==> config.mk <==
export PLATFORM = sky130hd
export DESIGN_NAME = cal_ctrl
export DESIGN_NICKNAME = d
export VERILOG_FILES = /design/src/logic/cal_pkg.sv /design/src/logic/cal_lqi_if.sv /design/src/logic/cal_ctrl.sv /design/src/logic/cal_lqi_est.sv
export SDC_FILE = /design/constraint.sdc
export NUM_CORES = 1
export LEC_CHECK = 0
export BUFFER_PORTS_ARGS = -buffer_cell sky130_fd_sc_hd__buf_4
export CAP_MARGIN = 20
export CORE_MARGIN = 5
export CORE_UTILIZATION = 53
export CTS_CLUSTER_SIZE = 12
export DETAILED_ROUTE_END_ITERATION = 8
export GPL_TIMING_DRIVEN = 0
export HOLD_SLACK_MARGIN = 0.06
export PLACE_DENSITY = 0.78
export SKIP_LAST_GASP = 1
export SYNTH_ARGS = -nofsm -noshare
export SYNTH_HDL_FRONTEND = slang
export SYNTH_SLANG_ARGS = --single-unit
export TNS_END_PERCENT = 100
==> constraint.sdc <==
create_clock -name i_ref_clk -period 2.9 [get_ports i_ref_clk]
set_input_delay 0.145 -clock i_ref_clk [delete_from_list [all_inputs] [get_ports i_ref_clk]]
set_output_delay 0.145 -clock i_ref_clk [all_outputs]
set_load 0.05 [all_outputs]
==> src/logic/cal_pkg.sv <==
package cal_pkg;
    // register indices; byte address is four times the index
    localparam logic [7:0] CAL_IDX_MODE  = 8'h08;
    localparam logic [7:0] CAL_IDX_THRES = 8'h09;
    localparam logic [7:0] CAL_IDX_XCTRL = 8'h17;
    localparam logic [7:0] CAL_IDX_STAT  = 8'h20;
    localparam logic [7:0] CAL_IDX_IEN   = 8'h21;
    localparam logic [7:0] CAL_IDX_ICLR  = 8'h22;
    localparam logic [7:0] CAL_IDX_LQI   = 8'h23;
    localparam logic [7:0] CAL_IDX_RES   = 8'h24;

    // field positions
    localparam int CAL_MODE_LSB = 5;
    localparam int CAL_MODE_MSB = 6;
    localparam int CAL_ED_LSB   = 0;
    localparam int CAL_ED_MSB   = 3;
    localparam int CAL_CS_LSB   = 4;
    localparam int CAL_CS_MSB   = 7;
    localparam int CAL_X_LBT    = 6;
    localparam int CAL_X_FLTR   = 5;
    localparam int CAL_X_UPLD   = 4;
    localparam int CAL_X_ACKT   = 2;
    localparam int CAL_X_PROM   = 1;

    // reset values and masks
    localparam logic [1:0] CAL_MODE_RST  = 2'h1;
    localparam logic [7:0] CAL_THRES_RST = 8'h77;
    localparam logic [7:0] CAL_XCTRL_RST = 8'h00;
    localparam logic [7:0] CAL_XCTRL_WM  = 8'hF6;
    localparam logic [3:0] CAL_CS_CLEAR  = 4'hF;

    // assessment modes
    localparam logic [1:0] CAL_M_OR  = 2'h0;
    localparam logic [1:0] CAL_M_ED  = 2'h1;
    localparam logic [1:0] CAL_M_CS  = 2'h2;
    localparam logic [1:0] CAL_M_AND = 2'h3;

    // interrupt bits
    localparam int CAL_IRQ_W    = 3;
    localparam int CAL_IRQ_CCA  = 0;
    localparam int CAL_IRQ_FEND = 1;
    localparam int CAL_IRQ_LBT  = 2;

    // link quality running mean: weight 1/8
    localparam int CAL_LQI_SH = 3;
    localparam int CAL_ACC_W  = 11;
    localparam logic [7:0] CAL_LQI_MAX = 8'hFF;

    typedef enum logic [1:0] {
        CAL_AC_IDLE,
        CAL_AC_CSMA,
        CAL_AC_LISTEN
    } cal_acc_t;
endpackage
==> src/logic/cal_lqi_if.sv <==
`timescale 1ns/10ps
interface cal_lqi_if;
    logic       start;
    logic       sym_valid;
    logic [7:0] corr;
    logic       frame_end;
    logic [7:0] lqi;
    logic       done;
    modport ctrl (output start, sym_valid, corr, frame_end,
                  input lqi, done);
    modport est (input start, sym_valid, corr, frame_end,
                 output lqi, done);
endinterface

==> src/logic/cal_ctrl.sv <==
// Functional notes
// - mode 0 or, 1 energy, 2 carrier, 3 and
// - lbt select routes mode to lbt measurement
// - energy threshold resets 7, busy above it
// - lbt uses the energy threshold too; the code ignores it for lbt in mode 2 (carrier)
// - extended control fields, reset zero
// - retry transmit uses csma or lbt
// - link quality starts at header detect
// - link quality from symbol correlation mean
// - link quality is 0 to 255
// - link quality readable after frame end irq
// - lbt ignores retries, ends clear or forced
// - carrier threshold resets 7, 15 means clear
//
// Design decision made here: register access over Wishbone.
`timescale 1ns/10ps
module cal_ctrl
    import cal_pkg::*;
(
    input  wire logic       i_ref_clk,
    input  wire logic       i_rst,
    input  wire logic       i_clk_en,
    input  wire logic       i_wb_cyc,
    input  wire logic       i_wb_stb,
    input  wire logic       i_wb_we,
    input  wire logic [9:0] i_wb_adr,
    input  wire logic [3:0] i_wb_sel,
    input  wire logic [31:0] i_wb_dat,
    output logic [31:0]     o_wb_dat,
    output logic            o_wb_ack,
    input  wire logic       i_meas_done,
    input  wire logic [4:0] i_energy_steps,
    input  wire logic       i_carrier_sense,
    input  wire logic       i_aret_start,
    input  wire logic       i_aret_done,
    input  wire logic       i_force_cancel,
    input  wire logic       i_shr_detect,
    input  wire logic       i_sym_valid,
    input  wire logic [7:0] i_sym_corr,
    input  wire logic       i_frame_end,
    output logic            o_cca_busy,
    output logic            o_cca_valid,
    output logic            o_lbt_clear,
    output logic            o_csma_active,
    output logic            o_lbt_active,
    output logic            o_filter_reserved_frames,
    output logic            o_upload_reserved_frames,
    output logic            o_short_ack_time,
    output logic            o_promiscuous_enable,
    output logic [7:0]      o_lqi,
    output logic            o_lqi_valid,
    output logic            o_irq
);
    typedef struct packed {
        logic                 ack;
        logic [7:0]           rdat;
        logic [1:0]           mode;
        logic [7:0]           thres;
        logic [7:0]           xctrl;
        logic [CAL_IRQ_W-1:0] stat;
        logic [CAL_IRQ_W-1:0] ien;
        cal_acc_t             acc;
        logic                 busy;
        logic                 valid;
        logic                 lbt_clear;
        logic [7:0]           lqi;
        logic                 lqi_valid;
        logic                 irq;
    } cal_st_t;

    cal_st_t st_r;
    cal_st_t st_nxt;
    cal_lqi_if lq ();

    // busy decision shared by logic and checks
    function automatic logic cal_busy(input logic [1:0] mode,
                                      input logic [7:0] thres,
                                      input logic [4:0] steps,
                                      input logic       cs);
        logic ed;
        logic cs_eff;
        ed = steps > {1'b0, thres[CAL_ED_MSB:CAL_ED_LSB]};
        // a carrier threshold of 15 hides every carrier
        cs_eff = cs && (thres[CAL_CS_MSB:CAL_CS_LSB] != CAL_CS_CLEAR);
        case (mode)
            CAL_M_OR:  cal_busy = cs_eff | ed;
            CAL_M_ED:  cal_busy = ed;
            CAL_M_CS:  cal_busy = cs_eff;
            CAL_M_AND: cal_busy = cs_eff & ed;
            default:   cal_busy = ed;
        endcase
    endfunction

    logic       wb_req;
    logic       wb_wr;
    logic [7:0] wb_idx;
    logic       meas_busy;
    logic       lbt_sel;
    logic [CAL_IRQ_W-1:0] ev;

    assign wb_req = i_wb_cyc && i_wb_stb && !st_r.ack;
    assign wb_wr = wb_req && i_wb_we && i_wb_sel[0];
    assign wb_idx = i_wb_adr[9:2];
    assign meas_busy = cal_busy(st_r.mode, st_r.thres, i_energy_steps,
                                i_carrier_sense);
    assign lbt_sel = st_r.xctrl[CAL_X_LBT];

    // estimator hookup
    assign lq.start = i_shr_detect;
    assign lq.sym_valid = i_sym_valid;
    assign lq.corr = i_sym_corr;
    assign lq.frame_end = i_frame_end;

    cal_lqi_est u_lqi (
        .i_ref_clk (i_ref_clk),
        .i_rst     (i_rst),
        .i_clk_en  (i_clk_en),
        .lq        (lq.est)
    );

    // register file, access state machine, events
    always_comb begin
        st_nxt = st_r;
        ev = '0;
        st_nxt.ack = wb_req;
        st_nxt.valid = 1'b0;
        st_nxt.lbt_clear = 1'b0;

        // reads: unmapped indices answer zero
        st_nxt.rdat = '0;
        if (wb_req && !i_wb_we) begin
            case (wb_idx)
                CAL_IDX_MODE:
                    st_nxt.rdat[CAL_MODE_MSB:CAL_MODE_LSB] = st_r.mode;
                CAL_IDX_THRES: st_nxt.rdat = st_r.thres;
                CAL_IDX_XCTRL: st_nxt.rdat = st_r.xctrl;
                CAL_IDX_STAT:  st_nxt.rdat = {5'h00, st_r.stat};
                CAL_IDX_IEN:   st_nxt.rdat = {5'h00, st_r.ien};
                CAL_IDX_LQI:   st_nxt.rdat = st_r.lqi;
                CAL_IDX_RES:   st_nxt.rdat = {st_r.lqi_valid, 5'h00,
                                              st_r.valid, st_r.busy};
                default:       st_nxt.rdat = '0;
            endcase
        end

        // writes on byte lane 0 only; registers are eight bits
        if (wb_wr) begin
            case (wb_idx)
                CAL_IDX_MODE:
                    st_nxt.mode = i_wb_dat[CAL_MODE_MSB:CAL_MODE_LSB];
                CAL_IDX_THRES:
                    st_nxt.thres = i_wb_dat[7:0];
                CAL_IDX_XCTRL:
                    st_nxt.xctrl = i_wb_dat[7:0] & CAL_XCTRL_WM;
                CAL_IDX_IEN:
                    st_nxt.ien = i_wb_dat[CAL_IRQ_W-1:0];
                CAL_IDX_ICLR:
                    st_nxt.stat = st_r.stat & ~i_wb_dat[CAL_IRQ_W-1:0];
                default: ;
            endcase
        end

        // measurement result goes to cca, or to lbt listening; with lbt selected but not listening it is dropped
        if (i_meas_done) begin
            if (lbt_sel && st_r.acc == CAL_AC_LISTEN) begin
                if (!meas_busy) begin
                    st_nxt.lbt_clear = 1'b1;
                    ev[CAL_IRQ_LBT] = 1'b1;
                end
            end else if (!lbt_sel) begin
                st_nxt.busy = meas_busy;
                st_nxt.valid = 1'b1;
                ev[CAL_IRQ_CCA] = 1'b1;
            end
        end

        // channel access during retrying transmit
        case (st_r.acc)
            CAL_AC_IDLE: begin
                if (i_aret_start) begin
                    st_nxt.acc = lbt_sel ? CAL_AC_LISTEN : CAL_AC_CSMA;
                end
            end
            CAL_AC_CSMA: begin
                if (i_aret_done || i_force_cancel) begin
                    st_nxt.acc = CAL_AC_IDLE;
                end
            end
            CAL_AC_LISTEN: begin
                // retry limit and backoff never end listening
                if (i_force_cancel || st_nxt.lbt_clear) begin
                    st_nxt.acc = CAL_AC_IDLE;
                end
            end
            default: st_nxt.acc = CAL_AC_IDLE;
        endcase

        // link quality published with the frame end event
        if (lq.done) begin
            st_nxt.lqi = lq.lqi;
            st_nxt.lqi_valid = 1'b1;
            ev[CAL_IRQ_FEND] = 1'b1;
        end else if (i_shr_detect) begin
            st_nxt.lqi_valid = 1'b0;
        end

        // sticky status: a new event beats a same-cycle clear
        st_nxt.stat = st_nxt.stat | ev;
        st_nxt.irq = |(st_nxt.stat & st_r.ien);
    end

    always_ff @(posedge i_ref_clk or posedge i_rst) begin
        if (i_rst) begin
            st_r <= '0;
            st_r.mode <= CAL_MODE_RST;
            st_r.thres <= CAL_THRES_RST;
            st_r.xctrl <= CAL_XCTRL_RST;
            st_r.acc <= CAL_AC_IDLE;
        end else if (i_clk_en) begin
            st_r <= st_nxt;
        end
    end

    // outputs straight from state flops
    assign o_wb_ack = st_r.ack;
    assign o_wb_dat = {24'h00_0000, st_r.rdat};
    assign o_cca_busy = st_r.busy;
    assign o_cca_valid = st_r.valid;
    assign o_lbt_clear = st_r.lbt_clear;
    assign o_csma_active = (st_r.acc == CAL_AC_CSMA);
    assign o_lbt_active = (st_r.acc == CAL_AC_LISTEN);
    assign o_filter_reserved_frames = st_r.xctrl[CAL_X_FLTR];
    assign o_upload_reserved_frames = st_r.xctrl[CAL_X_UPLD];
    assign o_short_ack_time = st_r.xctrl[CAL_X_ACKT];
    assign o_promiscuous_enable = st_r.xctrl[CAL_X_PROM];
    assign o_lqi = st_r.lqi;
    assign o_lqi_valid = st_r.lqi_valid;
    assign o_irq = st_r.irq;

    // checks
    AST_CCA_DECIDE: assert property (@(posedge i_ref_clk) disable iff (i_rst)
        (i_clk_en && i_meas_done && !lbt_sel) |=>
        (o_cca_valid && o_cca_busy == $past(meas_busy)))
        else $error("cca result not taken from decision");
    AST_LBT_ROUTE: assert property (@(posedge i_ref_clk) disable iff (i_rst)
        (i_clk_en && i_meas_done && lbt_sel) |=> !o_cca_valid)
        else $error("cca reported while lbt selected");
    AST_ED_ONLY: assert property (@(posedge i_ref_clk) disable iff (i_rst)
        (st_r.mode == CAL_M_ED) |->
        (meas_busy == (i_energy_steps > {1'b0, st_r.thres[3:0]})))
        else $error("energy compare wrong");
    AST_LBT_THR: assert property (@(posedge i_ref_clk) disable iff (i_rst)
        (i_clk_en && i_meas_done && lbt_sel && o_lbt_active
         && st_r.mode == CAL_M_ED
         && i_energy_steps <= {1'b0, st_r.thres[3:0]}) |=> o_lbt_clear)
        else $error("lbt clear missed under threshold");
    AST_XRES: assert property (@(posedge i_ref_clk) disable iff (i_rst)
        (st_r.xctrl[3] == 1'b0 && st_r.xctrl[0] == 1'b0))
        else $error("reserved control bit set");
    AST_ACC_SEL: assert property (@(posedge i_ref_clk) disable iff (i_rst)
        (i_clk_en && st_r.acc == CAL_AC_IDLE && i_aret_start) |=>
        (o_lbt_active == $past(lbt_sel) && o_csma_active != $past(lbt_sel)))
        else $error("wrong access method chosen");
    AST_LISTEN_HOLD: assert property (@(posedge i_ref_clk)
        disable iff (i_rst)
        (i_clk_en && o_lbt_active && !i_force_cancel && !i_meas_done)
        |=> o_lbt_active)
        else $error("listening ended without clear or cancel");
    AST_CS_CLEAR: assert property (@(posedge i_ref_clk) disable iff (i_rst)
        (st_r.mode == CAL_M_CS && st_r.thres[7:4] == CAL_CS_CLEAR)
        |-> !meas_busy)
        else $error("carrier threshold 15 not clear");
    AST_FEND_IRQ: assert property (@(posedge i_ref_clk) disable iff (i_rst)
        (i_clk_en && lq.done) |=>
        (st_r.stat[CAL_IRQ_FEND] && o_lqi_valid && o_lqi == $past(lq.lqi)))
        else $error("lqi not published with frame end");
    AST_IRQ_LVL: assert property (@(posedge i_ref_clk) disable iff (i_rst)
        (i_clk_en && !wb_wr && !i_meas_done && !lq.done) |=>
        (o_irq == |($past(st_r.stat) & $past(st_r.ien))))
        else $error("irq level mismatch");

    COV_CCA_BUSY: cover property (@(posedge i_ref_clk)
        o_cca_valid && o_cca_busy);
    COV_LBT_CLEAR: cover property (@(posedge i_ref_clk) o_lbt_clear);
    COV_LQI: cover property (@(posedge i_ref_clk) o_lqi_valid && o_irq);
endmodule

==> src/logic/cal_lqi_est.sv <==
`timescale 1ns/10ps
module cal_lqi_est
    import cal_pkg::*;
(
    input  wire logic i_ref_clk,
    input  wire logic i_rst,
    input  wire logic i_clk_en,
    cal_lqi_if.est    lq
);
    typedef struct packed {
        logic                 run;
        logic                 first;
        logic [CAL_ACC_W-1:0] acc;
        logic [7:0]           lqi;
        logic                 done;
    } cal_lqi_st_t;

    cal_lqi_st_t st_r;
    cal_lqi_st_t st_nxt;

    // acc holds eight times a running mean of symbol correlation
    always_comb begin
        st_nxt = st_r;
        st_nxt.done = 1'b0;
        if (lq.start) begin
            st_nxt.run = 1'b1;
            st_nxt.first = 1'b1;
            st_nxt.acc = '0;
        end else if (st_r.run && lq.sym_valid) begin
            st_nxt.first = 1'b0;
            if (st_r.first) begin
                st_nxt.acc = {lq.corr, 3'b000};
            end else begin
                st_nxt.acc = st_r.acc - (st_r.acc >> CAL_LQI_SH)
                             + {3'b000, lq.corr};
            end
        end
        if (lq.frame_end && st_r.run) begin
            st_nxt.run = 1'b0;
            st_nxt.done = 1'b1;
            // mean of 8-bit values never passes the 8-bit maximum
            st_nxt.lqi = st_r.acc[CAL_ACC_W-1:CAL_LQI_SH];
        end
    end

    always_ff @(posedge i_ref_clk or posedge i_rst) begin
        if (i_rst) begin
            st_r <= '0;
        end else if (i_clk_en) begin
            st_r <= st_nxt;
        end
    end

    assign lq.lqi = st_r.lqi;
    assign lq.done = st_r.done;

    AST_LQI_DONE: assert property (@(posedge i_ref_clk) disable iff (i_rst)
        (i_clk_en && lq.frame_end && st_r.run) |=> lq.done)
        else $error("lqi done missing after frame end");
    AST_LQI_START: assert property (@(posedge i_ref_clk) disable iff (i_rst)
        (i_clk_en && lq.start) |=> (st_r.run && st_r.first))
        else $error("lqi did not start on header");
endmodule

# Yosys cells after proc, flatten, opt, wreduce, memory -nomap -nowiden
# Index checks and enable logic that the tools add are counted.
dict set report totals {
  reg_bits 68
  input_bits 73
  out_inout_bits 52
  elab_cells 108
}
dict set report op_classes {
  add_sub_neg 2
  n_lt_le_gt_ge 1
  n_eq_ne 17
  muxes 31
  n_bitwise 8
  n_reduce_logical 30
}
# cell count
set ops {}
lappend ops {{8-bit by 6-bit equality test with 1-bit output, second input constant} 5}
lappend ops {{5-bit one-hot mux with 6 select lines} 1}
lappend ops {{12-bit 2-to-1 mux} 2}
lappend ops {{8-bit by 4-bit equality test with 1-bit output, second input constant} 2}
lappend ops {{1-bit 2-to-1 mux} 14}
lappend ops {{3-bit AND reduction} 4}
lappend ops {{11-bit by 8-bit adder with 11-bit output} 1}
lappend ops {{11-bit 2-to-1 mux} 1}
lappend ops {{11-bit by 8-bit subtractor with 11-bit output} 1}
lappend ops {{2-bit 2-to-1 mux} 5}
lappend ops {{2-bit AND reduction} 5}
lappend ops {{1-bit logical AND} 9}
lappend ops {{8-bit by 5-bit equality test with 1-bit output, second input constant} 1}
lappend ops {{8-bit 2-to-1 mux} 1}
lappend ops {{1-bit one-hot mux with 4 select lines} 2}
lappend ops {{2-bit one-hot mux with 4 select lines} 1}
lappend ops {{4-bit AND reduction} 2}
lappend ops {{3-bit AND} 2}
lappend ops {{2-bit equality test, second input constant} 3}
lappend ops {{3-bit 2-to-1 mux} 2}
lappend ops {{6-bit 2-to-1 mux} 1}
lappend ops {{2-bit one-hot mux with 3 select lines} 1}
lappend ops {{2-bit nonzero test} 3}
lappend ops {{5-bit by 4-bit greater-than comparator with 1-bit output} 1}
lappend ops {{13 further kinds} 19}

# Longest topological paths before layout
dict set report logic_depth {
  depth_word 10
  depth_mapped 10
  ltp_nobuf 10
}

# Cells and area by module
# Synthesis repeated with hierarchy kept, for this count alone.
dict set report unflattened {
  cells_unflattened 458
  hier_area_um2 4466.8
}
# module n_inst cells_per_inst area_each_um2 seq_area_each_um2
set modules_own_cells {}
lappend modules_own_cells {cal_ctrl 1 269 2777.7 1159.9}
lappend modules_own_cells {cal_lqi_est 1 189 1689.1 550.5}

# Worst setup path before layout
# No wires, ideal clock.
dict set report synth_path {
  path_kind {register -> register}
  from {register u_lqi.st_r[10] (netlist bit)}
  to {register u_lqi.st_r[19] (netlist bit)}
  setup_ns 0.069
  t_arrival_ns 2.397
  required_ns 2.831
  slack_ns 0.433
  path_stages_with_launch 10
  n_path_buf 0
  period_less_slack_ns 2.467
  path_cell_list {dfrtp_1 -> inv_1 -> fa_1 -> inv_1 -> fa_1 -> a211oi_1 -> o211ai_1 -> a211o_1 -> a31o_2 -> nand3_1}
}
dict set report synth_via {
  elab_chain_cells 5
}
# item line_no
set synth_lines {}
lappend synth_lines {{from (decl)} cal_lqi_est.sv:18} ;# cal_lqi_st_t st_r;
lappend synth_lines {{from (signal assigned)} cal_lqi_est.sv:50} ;# st_r <= st_nxt;
lappend synth_lines {{11-bit by 8-bit subtractor with 11-bit output} cal_lqi_est.sv:34} ;# st_nxt.acc = st_r.acc - (st_r.acc >> CAL_LQI_SH)
lappend synth_lines {{11-bit by 8-bit adder with 11-bit output} cal_lqi_est.sv:35} ;# + {3'b000, lq.corr};
lappend synth_lines {{11-bit 2-to-1 mux} cal_lqi_est.sv:31} ;# if (st_r.first) begin
lappend synth_lines {{12-bit 2-to-1 mux} cal_lqi_est.sv:29} ;# end else if (st_r.run && lq.sym_valid) begin
lappend synth_lines {{12-bit 2-to-1 mux} cal_lqi_est.sv:25} ;# if (lq.start) begin
# Every way passes these cells. The select of a mux whose other input is x is not followed.
# A chain may end at the register's enable or synchronous reset.

# Final worst setup path
# Ends and elaborated chain as after synthesis.

==> results.py <==
metrics = {
    "power_and_ir_drop": {
        "combinationalPowerShare_pct": 37.5,
        "ir_drop_mv": 0.3403,
        "p_sw_uw": 1172,
        "leakagePower_uw": 0.002710,
        "p_clk_share_pct": 26.9,
        "powerDensity_nw_per_um2": 600.2,
        "p_int_uw": 2028,
        "switching_share_pct": 36.63,
        "seqPwrFrac_pct": 35.6,
    },
    "grt": {
        "use_met2_pct": 35.66,
        "use_met1_pct": 27.70,
        "grt_pass1_vias": 3456,
        "grt-ovfl-total": 0,
        "antenna_found_initial": 0,
        "track_usage_pct": 21.32,
        "grt_busiest_layer": "met2",
        "grt_max_degree": 69,
        "grt_pass1_wl_mm": 16.86,
        "grt.met3_usage_pct": 3.544,
    },
    "setup_path": {
        "crit_arrival_ns": 2.91,
        "path_max_fanout": 4,
        "max_stage_delay_ns": 0.51,
        "rr_endpoint": "u_lqi.st_r[19]$_DFFE_PP0P_",
        "worstPathRequired_ns": 3.17,
        "crit_path_top_delay_cell": "fa_1",
        "r2r_start": "u_lqi.st_r[10]$_DFFE_PP0P_",
        "rr_worst_depth": 9,
        "crit_chain": "inv_1 > fa_1 > inv_1 > fa_1 > a211oi_2 > o211ai_1 > a211o_1 > a31o_2 > nand3_1",
        "start_kind": "register",
        "path_class": "reg2reg",
        "cp-end-kind": "register",
        "timing.reg2reg.setup_slack_ns": 0.27,
    },
    "clock_tree": {
        "clk_latency_ns": 0.34,
        "cts_made_buffers": 9,
        "cts_tree": "yes",
        "clk_pin_slew_ns": 0.07,
        "cts_sinks": 68,
        "cts_max_path_buffers": 2,
        "ctsHtreeMaxLevel": 3,
        "cts_root_buffer": "clkbuf_8",
    },
    "timing": {
        "fmax_mhz": 379.8,
        "finalCritPeriodShare_pct": 90.80,
        "hold_viol_final": 0,
        "period_minus_slack_ns": 2.633,
        "setup_tns_ns": 0,
        "tightest_slew_ns": 0.8407,
        "slew_viol_final": 0,
        "grt_setup_unrepaired": "no",
        "slew_headroom_pct": 43.95,
        "fin_skew_ns": 0.008035,
        "setup_viol": 0,
        "whs_ns": 0.07420,
    },
    "min_path": {
        "holdPathEnd": "st_r[15]$_DFFE_PP0P_",
        "min_from": "i_wb_dat[0]",
        "holdCritPathClass": "in2reg",
        "worstHoldPathCells": 2,
    },
    "detailed_routing": {
        "ant_nets": 0,
        "firstDrtPassIters": 4,
        "num_vias": 3507,
        "drtIter0Drc": 170,
        "wl_mm": 10.27,
        "vias_per_cell": 5.429,
        "drc": 0,
        "post_drt_wl_per_cell_um": 15.90,
    },
    "floorplanning": {
        "die-width_um": 99.86,
        "ios": 125,
        "fp-row-count": 32,
        "coreArea_um2": 7807,
        "chipHeight_um": 99.86,
        "start_util_pct": 54.81,
        "die_area_um2": 9971,
    },
    "logic_synthesis": {
        "async_reset_ff_share_pct": 100.0,
        "synth_warnings": 0,
        "yosysUniqueCellTypes": 64,
        "synth_edf_count": 0,
        "ys_ff_latch": 68,
        "syn_area_um2": 4279,
        "synthFlopType": "dfrtp_1",
        "avgSynthCellArea_um2": 10.04,
        "synth-seq-area-share_pct": 39.97,
        "syn_inst": 426,
    },
    "job": {
        "drv_cap": 0,
    },
    "placement": {
        "gp_congestion": 0.8702,
        "dp_hpwl_mm": 7.935,
        "io_buffer_count": 70,
        "dpl_cell_area_um2": 5021,
    },
    "cells_and_area": {
        "final_area_um2": 5333,
        "final_nets": 635,
        "diodes": 0,
        "drive_above_1_share_pct": 33.46,
        "finish.utilization_pct": 68.30,
        "area_growth_pct": 24.62,
    },
    "run_status": {
        "outcome": "completed",
    },
}
-- sequential cells by signal (all words and copies together), names as in the netlist --
register and cells:
o_wb_ack 1, o_promiscuous_enable 1, o_lqi 8, st_r 19, u_lqi.lq.lqi 8, o_cca_busy 1
o_irq 1, o_upload_reserved_frames 1, u_lqi.lq.done 1, o_short_ack_time 1, u_lqi.st_r 13, o_cca_valid 1
o_filter_reserved_frames 1, o_wb_dat 8, o_lqi_valid 1, lbt_sel 1, o_lbt_clear 1
-- logic make-up (layout without fill, tap and decap cells) --
family,Yosys count,after routing,share of synthesized area (%)
multiplexers,30,30,7.895
flip-flops,68,68,39.97
AO/OA/AOI/OAI,102,102,17.25
adder cells (fa/ha/maj),23,23,8.129
buffers and inverters,97,192,12.84
XOR/XNOR,6,6,1.228
other,1,24,0.08764
AND/OR/NAND/NOR,99,99,12.60
-- what timing repair did --
item                                    CTS  global route
hold buffers                              9             0
endpoints found under the setup margin    0             2
gates resized for setup                   0             1
buffers inserted                          0             0
endpoints found under the hold margin    74             0
-- through the flow --
step                setup slack (ns)  total power (uW)  cells
floorplan                     0.4332              2024    449
global placement              0.2113              2300    621
detailed placement            0.1915              2338    621
CTS                           0.1768              3200    646
global route                 0.08972              3384    646
finish                        0.2668              3200    646
-- metal layers --
layer	part of all wire, %	vias up
met5	0	-
met4	1.3	0
met3	6.4	12
met2	51	124
met1	42	1697
li1	-	1674
-- worst max-delay path by stage --
stage / start / to / cells past startpoint
6_report: u_lqi.st_r[10]$_DFFE_PP0P_ / u_lqi.st_r[19]$_DFFE_PP0P_ / 9
5_1_grt: u_lqi.st_r[10]$_DFFE_PP0P_ / u_lqi.st_r[19]$_DFFE_PP0P_ / 9
4_1_cts: u_lqi.st_r[10]$_DFFE_PP0P_ / u_lqi.st_r[19]$_DFFE_PP0P_ / 9
3_5_place_dp: u_lqi.st_r[10]$_DFFE_PP0P_ / u_lqi.st_r[19]$_DFFE_PP0P_ / 9
3_3_place_gp: i_rst / st_r[36]$_DFFE_PP0P_ / 2
2_1_floorplan: u_lqi.st_r[10]$_DFFE_PP0P_ / u_lqi.st_r[19]$_DFFE_PP0P_ / 9
-- synth_stat cells, drive strengths merged, types with 5 or more instances --
| cell type | count | area [um2] |
|---|---|---|
| a21oi | 11 | 55.05 |
| a22o | 15 | 132.6 |
| a22oi | 9 | 67.56 |
| and3 | 5 | 31.28 |
| buf | 46 | 357.8 |
| clkbuf | 5 | 18.77 |
| dfrtp | 61 | 1526 |
| dfstp | 7 | 183.9 |
| fa | 8 | 160.2 |
| ha | 15 | 187.7 |
| inv | 46 | 172.7 |
| mux2 | 30 | 337.8 |
| nand2 | 35 | 131.4 |
| nand3 | 6 | 30.03 |
| nor2 | 15 | 56.30 |
| nor2b | 6 | 37.54 |
| nor3 | 7 | 40.04 |
| o21ai | 24 | 123.9 |
| o2bb2ai | 5 | 43.79 |
| xor2 | 5 | 43.79 |
-- worst max-delay path: cells and delay by family, from the launching register on --
| kind | cells | cell delay, ns |
|---|---|---|
| AO/OA/AOI/OAI | 4 | 1.01 |
| adder cells (fa/ha/maj) | 2 | 1.00 |
| buffers and inverters | 2 | 0.14 |
| flip-flops | 1 | 0.35 |
| AND/OR/NAND/NOR | 1 | 0.08 |
-- cell usage in the layout, fill, tap and decap left out, drive strengths merged, types with 6 or more instances in the layout --
master | synthesis | final
a21oi | 11 | 11
buf | 46 | 116
clkbuf | 5 | 16
nand3 | 6 | 6
conb | 1 | 24
nor2b | 6 | 6
nor3 | 7 | 7
nand2 | 35 | 35
mux2 | 30 | 30
o21ai | 24 | 24
inv | 46 | 46
nor2 | 15 | 15
dfstp | 7 | 7
a22oi | 9 | 9
dfrtp | 61 | 61
a22o | 15 | 15
ha | 15 | 15
fa | 8 | 8
dlygate4sd3 | 0 | 9
-- area by class of cell --
| type | instances | area [um2] |
|---|---|---|
| Fill cell | 624 | 2475 |
| Multi-Input combinational cell | 284 | 2111 |
| Clock inverter | 5 | 75.07 |
| Inverter | 46 | 175.2 |
| Timing Repair Buffer | 79 | 615.6 |
| Clock buffer | 11 | 141.4 |
| Tap cell | 102 | 127.6 |
| Sequential cell | 68 | 1710 |
| Buffer | 51 | 376.6 |
-- power by group through the flow --
stage,clock [uW],combinational [uW],sequential (uW)
CTS,867,1190,1140
floorplan,0,873,1150
finish,860,1200,1140
global placement,0,1150,1150
global route,908,1320,1150
detailed placement,0,1180,1160
(Power assumes the default switching activity.)
